**src/common/i2c_slave_pkg.sv**
```systemverilog
// Purpose: Shared constants for the two-wire register slave
// Assumes: Sampled on a 200 MHz reference clock
// Notes:   Register contents live in the top module
package i2c_slave_pkg;
  localparam int unsigned   ADDR_W          = 7;
  localparam logic [6:0]    SLAVE_ADDR_LOW  = 7'h20;
  localparam logic [6:0]    SLAVE_ADDR_HIGH = 7'h24;
  localparam int unsigned   DATA_W          = 8;
  localparam int unsigned   REG_COUNT       = 256;
  localparam logic [7:0]    REG_RESET       = 8'h00;
  localparam logic [7:0]    PTR_RESET       = 8'h00;
  localparam logic [7:0]    PTR_STEP        = 8'h01;
  localparam logic [3:0]    BIT_LAST        = 4'h7;
  localparam logic [3:0]    BIT_ZERO        = 4'h0;
  localparam int unsigned   CLK_PERIOD_PS   = 5000;
  localparam int unsigned   SYNC_STAGES     = 2;

  typedef enum logic [5:0] {
    ST_IDLE = 6'b000001,
    ST_ADDR = 6'b000010,
    ST_AACK = 6'b000100,
    ST_RX   = 6'b001000,
    ST_TX   = 6'b010000,
    ST_MACK = 6'b100000
  } slave_state_type;
endpackage

```
**src/common/line_sample_if.sv**
```systemverilog
// Purpose: Carries synchronised bus levels and their edges
// Assumes: One clock domain
// Notes:   Driven by the line sampler, read by the top
`timescale 1ns/1ps
interface line_sample_if;
  logic scl;
  logic sda;
  logic scl_rise;
  logic scl_fall;
  logic start_seen;
  logic stop_seen;
  modport source (output scl, sda, scl_rise, scl_fall, start_seen, stop_seen);
  modport sink   (input  scl, sda, scl_rise, scl_fall, start_seen, stop_seen);
endinterface

```
**src/logic/line_sampler.sv**
```systemverilog
// Purpose: Two-flop synchronisers and edge/condition detection for SCL and SDA
// Assumes: Pins are asynchronous to i_ref_clk
// Notes:   First flop of each chain feeds only the second
`timescale 1ns/1ps
module line_sampler (
  input  wire logic          i_ref_clk,
  input  wire logic          i_arst_n,
  input  wire logic          i_scl,
  input  wire logic          i_sda,
  line_sample_if.source      lines
);
  logic scl_meta;
  logic sda_meta;
  logic scl_sync;
  logic sda_sync;
  logic scl_prev;
  logic sda_prev;

  always_ff @(posedge i_ref_clk or negedge i_arst_n) begin
    if (!i_arst_n) begin
      scl_meta <= 1'b1;
      sda_meta <= 1'b1;
      scl_sync <= 1'b1;
      sda_sync <= 1'b1;
      scl_prev <= 1'b1;
      sda_prev <= 1'b1;
    end else begin
      scl_meta <= i_scl;
      sda_meta <= i_sda;
      scl_sync <= scl_meta;
      sda_sync <= sda_meta;
      scl_prev <= scl_sync;
      sda_prev <= sda_sync;
    end
  end

  assign lines.scl        = scl_sync;
  assign lines.sda        = sda_sync;
  assign lines.scl_rise   = scl_sync & ~scl_prev;
  assign lines.scl_fall   = ~scl_sync & scl_prev;
  // Data moves only while clock is high for a condition
  assign lines.start_seen = scl_sync & scl_prev & sda_prev & ~sda_sync;
  assign lines.stop_seen  = scl_sync & scl_prev & ~sda_prev & sda_sync;
endmodule

```
**src/logic/i2c_slave_register_access.sv**
```systemverilog
// Purpose: Two-wire slave giving a master access to a byte register file
// Assumes: Master drives SCL; both lines pulled up outside
// Notes:   SDA is open drain: only a low is ever driven
`timescale 1ns/1ps
import i2c_slave_pkg::*;

// Function
// - Slave only; master starts transfers, drives clock
// - SDA open-drain low only; SCL input
// - Select pin picks address 0x20 or 0x24
// - Fixed-address variant answers 0x20 only
// - Both lines high while bus idle
// - Start: SDA falls while SCL high
// - Stop: SDA rises while SCL high
// - One bit per clock, stable while high
// - First written byte is pointer, rest data
// - First data byte goes to pointed register
// - Later data bytes go to next registers
// - Pointer advances after every data byte
// - Reads use retained pointer, then advance
// - First read byte from pointer at start
module i2c_slave_register_access #(
  parameter bit HAS_ADDR_SELECT = 1'b1
) (
  input  wire logic                          i_ref_clk,
  input  wire logic                          i_arst_n,
  input  wire logic                          i_scl,
  input  wire logic                          i_sda,
  input  wire logic                          i_slave_addr_select_pin,
  output logic                               o_sda,
  output logic                               o_sda_oe,
  output logic [i2c_slave_pkg::DATA_W-1:0]   o_reg_ptr,
  output logic                               o_busy
);
  import i2c_slave_pkg::*;

  line_sample_if lines ();

  slave_state_type     state;
  slave_state_type     next_state;
  logic [DATA_W-1:0]   shift;
  logic [3:0]          bit_cnt;
  logic [DATA_W-1:0]   ptr;
  logic                ptr_loaded;
  logic                is_read;
  logic                sda_low;
  logic                sel_meta;
  logic                sel_sync;
  logic [DATA_W-1:0]   regs [REG_COUNT];

  line_sampler u_line_sampler (
    .i_ref_clk (i_ref_clk),
    .i_arst_n  (i_arst_n),
    .i_scl     (i_scl),
    .i_sda     (i_sda),
    .lines     (lines)
  );

  ////////////////////////////////////////////////////////////////////////////
  // Address select pin is static but still crosses into this domain
  always_ff @(posedge i_ref_clk or negedge i_arst_n) begin
    if (!i_arst_n) begin
      sel_meta <= 1'b0;
      sel_sync <= 1'b0;
    end else begin
      sel_meta <= i_slave_addr_select_pin;
      sel_sync <= sel_meta;
    end
  end

  wire        use_high   = HAS_ADDR_SELECT & sel_sync;
  wire [6:0]  own_addr   = use_high ? SLAVE_ADDR_HIGH : SLAVE_ADDR_LOW;
  wire [7:0]  rx_byte    = {shift[6:0], lines.sda};
  wire        addr_match = (rx_byte[7:1] == own_addr);
  wire        byte_done  = lines.scl_rise && (bit_cnt == BIT_LAST);
  wire        bit_done   = lines.scl_rise && (bit_cnt != BIT_LAST);
  wire [7:0]  ptr_next   = 8'(ptr + PTR_STEP);
  wire [7:0]  tx_byte    = regs[ptr];
  wire        wr_data    = (state == ST_RX) && byte_done && ptr_loaded;
  wire        wr_ptr     = (state == ST_RX) && byte_done && !ptr_loaded;
  wire        rd_step    = (state == ST_TX) && byte_done;

  ////////////////////////////////////////////////////////////////////////////
  // Bit sequencing; the clock is only ever observed, never driven
  always_comb begin
    next_state = state;
    case (state)
      ST_IDLE: next_state = ST_IDLE;
      ST_ADDR: begin
        if (byte_done) begin
          next_state = addr_match ? ST_AACK : ST_IDLE;
        end
      end
      ST_AACK: begin
        if (lines.scl_fall && sda_low) begin
          next_state = is_read ? ST_TX : ST_RX;
        end
      end
      ST_RX: begin
        if (byte_done) begin
          next_state = ST_AACK;
        end
      end
      ST_TX: begin
        if (byte_done) begin
          next_state = ST_MACK;
        end
      end
      ST_MACK: begin
        if (lines.scl_rise) begin
          next_state = lines.sda ? ST_IDLE : ST_TX;
        end
      end
      default: next_state = ST_IDLE;
    endcase
    // Start, also repeated, restarts address phase; stop frees the bus
    if (lines.start_seen) begin
      next_state = ST_ADDR;
    end else if (lines.stop_seen) begin
      next_state = ST_IDLE;
    end
  end

  always_ff @(posedge i_ref_clk or negedge i_arst_n) begin
    if (!i_arst_n) begin
      state <= ST_IDLE;
    end else begin
      state <= next_state;
    end
  end

  ////////////////////////////////////////////////////////////////////////////
  // Bits are taken on the SCL rise, where the master holds them steady
  always_ff @(posedge i_ref_clk or negedge i_arst_n) begin
    if (!i_arst_n) begin
      shift   <= REG_RESET;
      bit_cnt <= BIT_ZERO;
    end else if (lines.start_seen || (state == ST_AACK) || (state == ST_MACK)) begin
      bit_cnt <= BIT_ZERO;
    end else if (bit_done) begin
      shift   <= rx_byte;
      bit_cnt <= bit_cnt + 4'h1;
    end else if (byte_done) begin
      shift   <= rx_byte;
      bit_cnt <= BIT_ZERO;
    end
  end

  always_ff @(posedge i_ref_clk or negedge i_arst_n) begin
    if (!i_arst_n) begin
      is_read    <= 1'b0;
      ptr_loaded <= 1'b0;
    end else if (lines.start_seen) begin
      ptr_loaded <= 1'b0;
    end else if ((state == ST_ADDR) && byte_done) begin
      is_read    <= rx_byte[0];
    end else if (wr_ptr) begin
      ptr_loaded <= 1'b1;
    end
  end

  ////////////////////////////////////////////////////////////////////////////
  // Pointer survives stop and repeated start; only reset clears it
  always_ff @(posedge i_ref_clk or negedge i_arst_n) begin
    if (!i_arst_n) begin
      ptr <= PTR_RESET;
    end else if (wr_ptr) begin
      ptr <= rx_byte;
    end else if (wr_data || rd_step) begin
      ptr <= ptr_next;
    end
  end

  // Register file has no reset: the array is too large for reset flops
  always_ff @(posedge i_ref_clk) begin
    if (wr_data) begin
      regs[ptr] <= rx_byte;
    end
  end

  ////////////////////////////////////////////////////////////////////////////
  // SDA changes only after an SCL fall, so it is steady while SCL is high
  // First fall in the ack state opens the ack bit, the second one closes it
  wire ack_start = (state == ST_AACK) && !sda_low;
  wire tx_phase  = (next_state == ST_TX);
  wire [3:0] tx_idx = (state == ST_TX) ? bit_cnt : BIT_ZERO;
  wire tx_bit    = tx_byte[3'(BIT_LAST - tx_idx)];

  always_ff @(posedge i_ref_clk or negedge i_arst_n) begin
    if (!i_arst_n) begin
      sda_low <= 1'b0;
    end else if (lines.start_seen || lines.stop_seen) begin
      sda_low <= 1'b0;
    end else if (lines.scl_fall) begin
      if (ack_start) begin
        sda_low <= 1'b1;
      end else if (tx_phase) begin
        sda_low <= ~tx_bit;
      end else begin
        sda_low <= 1'b0;
      end
    end
  end

  always_ff @(posedge i_ref_clk or negedge i_arst_n) begin
    if (!i_arst_n) begin
      o_sda     <= 1'b0;
      o_sda_oe  <= 1'b0;
      o_reg_ptr <= PTR_RESET;
      o_busy    <= 1'b0;
    end else begin
      o_sda     <= 1'b0;
      o_sda_oe  <= next_sda_low();
      o_reg_ptr <= ptr;
      o_busy    <= (state != ST_IDLE);
    end
  end

  function automatic logic next_sda_low();
    next_sda_low = sda_low;
  endfunction
endmodule

```
**config.mk**
```make
export PLATFORM = sky130hd
export DESIGN_NAME = i2c_slave_register_access
export DESIGN_NICKNAME = d
export VERILOG_FILES = /design/src/common/i2c_slave_pkg.sv /design/src/common/line_sample_if.sv /design/src/logic/line_sampler.sv /design/src/logic/i2c_slave_register_access.sv
export SDC_FILE = /design/constraint.sdc
export NUM_CORES = 2
export LEC_CHECK = 0
export ABC_CLOCK_PERIOD_IN_PS = 8600
export BUFFER_PORTS_ARGS = -buffer_cell sky130_fd_sc_hd__buf_4
export CORE_ASPECT_RATIO = 0.8
export CORE_MARGIN = 3
export CORE_UTILIZATION = 54
export CTS_BUF_LIST = sky130_fd_sc_hd__clkbuf_4 sky130_fd_sc_hd__clkbuf_8
export CTS_CLUSTER_DIAMETER = 50
export DETAILED_ROUTE_END_ITERATION = 10
export PLACE_DENSITY = 0.69
export SLEW_MARGIN = 10
export SYNTH_ARGS = -nofsm -noshare
export SYNTH_HDL_FRONTEND = slang
export SYNTH_SLANG_ARGS = --single-unit
```
**constraint.sdc**
```tcl
create_clock -name i_ref_clk -period 8.6 [get_ports i_ref_clk]
set_clock_uncertainty 0.15 [all_clocks]
set_input_delay 1.72 -clock i_ref_clk [delete_from_list [all_inputs] [get_ports i_ref_clk]]
set_output_delay 1.72 -clock i_ref_clk [all_outputs]
set_load 0.005 [all_outputs]
```
==> qor.txt <==
Clock transition at the registers of the reported paths - 60 ps
Largest net degree at the start of global routing - 179
Drt wl/cell - 34.6 um
Die Span X - 440 um
Crit path capture type - flop
Initial DRC count - 6752
CP arrival - 6210 ps
Worst Path Required - 9390 ps
I/O pins - 16
Worst setup SP type - flop
Post-synth top flop - edfxtp_1
Top delay family on crit path - compound AO/OA/AOI/OAI gates
Syn-to-layout area delta - 10.1%
PD cells - 238 nW/um^2
Number of synthesized register bits - 2094
Clk_lat worst skew - 1020 ps
DRC - 0
Sequential cell area - 62700 sq um
CTS sink cnt - 2094
Post-synth cell types - 70
Vias per cell - 6.77
RSZ-0062 raised after global routing - false
Final Critical Period - 5410 ps
EDFF count, synth - 2048
GRT Resource Usage Total - 0.283
Nets - 4089
Power consumption - 21.3 mW
Slowest stage cell on the critical path - o41ai_1
# fillers - 10300
Most common cell after layout, fill and taps aside - edfxtp_1
Max H-tree Level - 5
Worst Max-Slew Pin Slew - 1390 ps
Max Root-Sink Buffers - 4
CTS tree - yes
Synthesized area per cell - 20.9 sq um
Leakage - 27.2 nW
Core area - 149000 sq um
Synth area leaders - edfxtp_1, mux4_2, mux2i_1, nor2_1, dfrtp_1
WS Path Type - flop to flop
Worst-path maximum fanout - 99
Sequential cell area fraction in the yosys report - 0.770
Number of cell rows - 126
Layout cells sized above 1 - 0.259
Max-cap viol count - 0
Post-CTS Setup Inserts - 0
Final antenna-violating net count - 0
HP Class - flop to flop
Vias in the first global route - 41400
Final Slew Violations - 0
Die Y - 353 um
Slew Limit Headroom - 0.0594
First-pass GRT wire length - 311000 um
Routability cong. - 0.948
Post-synth ARST share - 0.0220
Fin util - 0.603
Port Buffers - 14
Grt ovf - 0
Worst path max stage delay - 930 ps
VDD IR max - 250 uV
Multi-input logic area - 17500 sq um
Final hold vios - 0
Yosys warning count - 0
Fin crit share - 0.629
CP bufs+invs - 2
Syn_nets - 3898
Crit-path cells - buf_4, buf_12, mux4_2, a22oi_1, a21oi_1, o41ai_1, and4_1, a211oi_1, a211o_1, a41oi_2
Post-Synthesis Cells - 3888
Die area - 155000 sq um
Via count - 42600
Root buffer cell - clkbuf_8
First-pass DRT Iterations - 7
Upper clock frequency limit - 0.185 GHz
Post-place instance area - 83600 sq um
Hold_buf cts - 0
Top-area cell type share of the netlist area - 0.756
Number of antenna violations at the first check in global routing - 12
Hold_ws - 207 ps
Final setup viols - 0
Routed wire length - 218000 um
Outcome - finished, final reports clean
Fin area - 89600 sq um
PostCTS Resize Cnt - 0
CTS Buf Count - 317
Hpwl dp - 129000 um
Starting Density - 0.548
Post-Route Setup TNS - 0 ps
Commonest cells after routing, fill and taps aside - edfxtp_1, mux4_2, clkbuf_8, nor2_1, mux2i_1
Syn Std Cell Area - 81400 sq um
Synth area leader - edfxtp_1
==> per-stage QoR <==
| step | cells | worst slack [ps] |
|---|---|---|
| after floorplan | 3888 | 3980 |
| after global placement | 5744 | 3480 |
| after detailed placement | 5744 | 3370 |
| after CTS | 6287 | 3360 |
| after global routing | 6290 | 3160 |
| final | 6292 | 3190 |
==> worst register-to-register path, delay by kind of cell, from the launching register on <==
kind | cells | cell delay, ps
AOI/OAI and AO/OA | 6 | 2340
buffers and inverters | 2 | 1440
DFF | 1 | 660
muxes | 1 | 430
and+or+nand+nor | 1 | 340
==> logic make-up (layout without fill, tap and decap cells) <==
logic type / Yosys count / count (layout) / share of synthesized area
XOR/XNOR: 6 / 6 / 0.000646
flip-flops: 2094 / 2094 / 0.770
AO/OA/AOI/OAI: 345 / 345 / 0.0311
multiplexers: 631 / 631 / 0.151
AND/OR/NAND/NOR: 566 / 566 / 0.0299
other: 1 / 6 / 0.0000461
adder cells (fa/ha/maj): 5 / 5 / 0.000769
buffers and inverters: 240 / 655 / 0.0159
==> final timing paths <==
path / slack [ps] / to / cells past startpoint / startpoint
min reg2reg: 210 / u_line_sampler.lines.sda / 0 / u_line_sampler.sda_meta
min: 210 / u_line_sampler.lines.sda / 0 / u_line_sampler.sda_meta
max in group asynchronous: 6950 / ptr[1] / 1 / i_arst_n
min in group asynchronous: 650 / sel_sync / 1 / i_arst_n
max: 3190 / sda_low / 10 / ptr[1]
max reg2reg: 3190 / sda_low / 10 / ptr[1]
==> per-layer routing <==
layer  routed length [um]  global-route usage  vias up  part of all wire
met5                  224             0.00837        -            0.0010
met1                85100               0.422    22300              0.39
met3                29400              0.0935      538              0.13
met4                 8260               0.101       16             0.038
met2                94800               0.392     3131              0.44
li1                     -                   -    16600                 -
==> report_power, final <==
| part | switching [mW] | internal, mW | total, mW |
|---|---|---|---|
| sequential | 0.216 | 12.2 | 12.4 |
| combinational | 0.946 | 0.0685 | 1.01 |
| clock | 3.71 | 4.18 | 7.89 |
| total | 4.87 | 16.5 | 21.3 |
==> Yosys cell counts, types with 4 or more instances <==
| master | count |
|---|---|
| buf_2 | 41 |
| a22oi_1 | 97 |
| nand2_1 | 119 |
| dfstp_2 | 7 |
| o211ai_1 | 4 |
| nor4_1 | 12 |
| ha_1 | 5 |
| o21ai_0 | 33 |
| inv_1 | 6 |
| or2_2 | 6 |
| xor2_1 | 4 |
| and2_1 | 5 |
| and3_1 | 5 |
| mux2_2 | 12 |
| a211oi_1 | 7 |
| mux2i_1 | 140 |
| buf_6 | 34 |
| a21oi_1 | 34 |
| o221ai_1 | 4 |
| dfrtp_1 | 39 |
| nand3_1 | 40 |
| a311oi_1 | 5 |
| edfxtp_1 | 2048 |
| a22o_1 | 40 |
| a2111oi_0 | 6 |
| o22ai_1 | 34 |
| a31oi_1 | 10 |
| nand2b_1 | 9 |
| a221oi_1 | 37 |
| buf_4 | 22 |
| buf_1 | 15 |
| clkbuf_1 | 120 |
| nor3_1 | 15 |
| nor2b_1 | 10 |
| mux4_2 | 479 |
| nand4_1 | 16 |
| nor2_1 | 311 |
==> layout make-up <==
type                       count  area share
tap                         1984      0.0277
inverter                       8    0.000363
clock inverter                92     0.00529
timing repair buffer         104     0.00983
antenna                        5    0.000140
sequential                  2094       0.700
multi-input combinational   1554       0.195
clock buffer                 451      0.0613
==> sequential cells by signal (all words and copies together) (netlist names), 4 cells and up <==
| name | count |
|---|---|
| regs | 2048 |
| o_reg_ptr | 8 |
| ptr | 8 |
| shift | 7 |
| state | 6 |
| bit_cnt | 4 |
No activity file was read; power rests on OpenSTA's default activity.
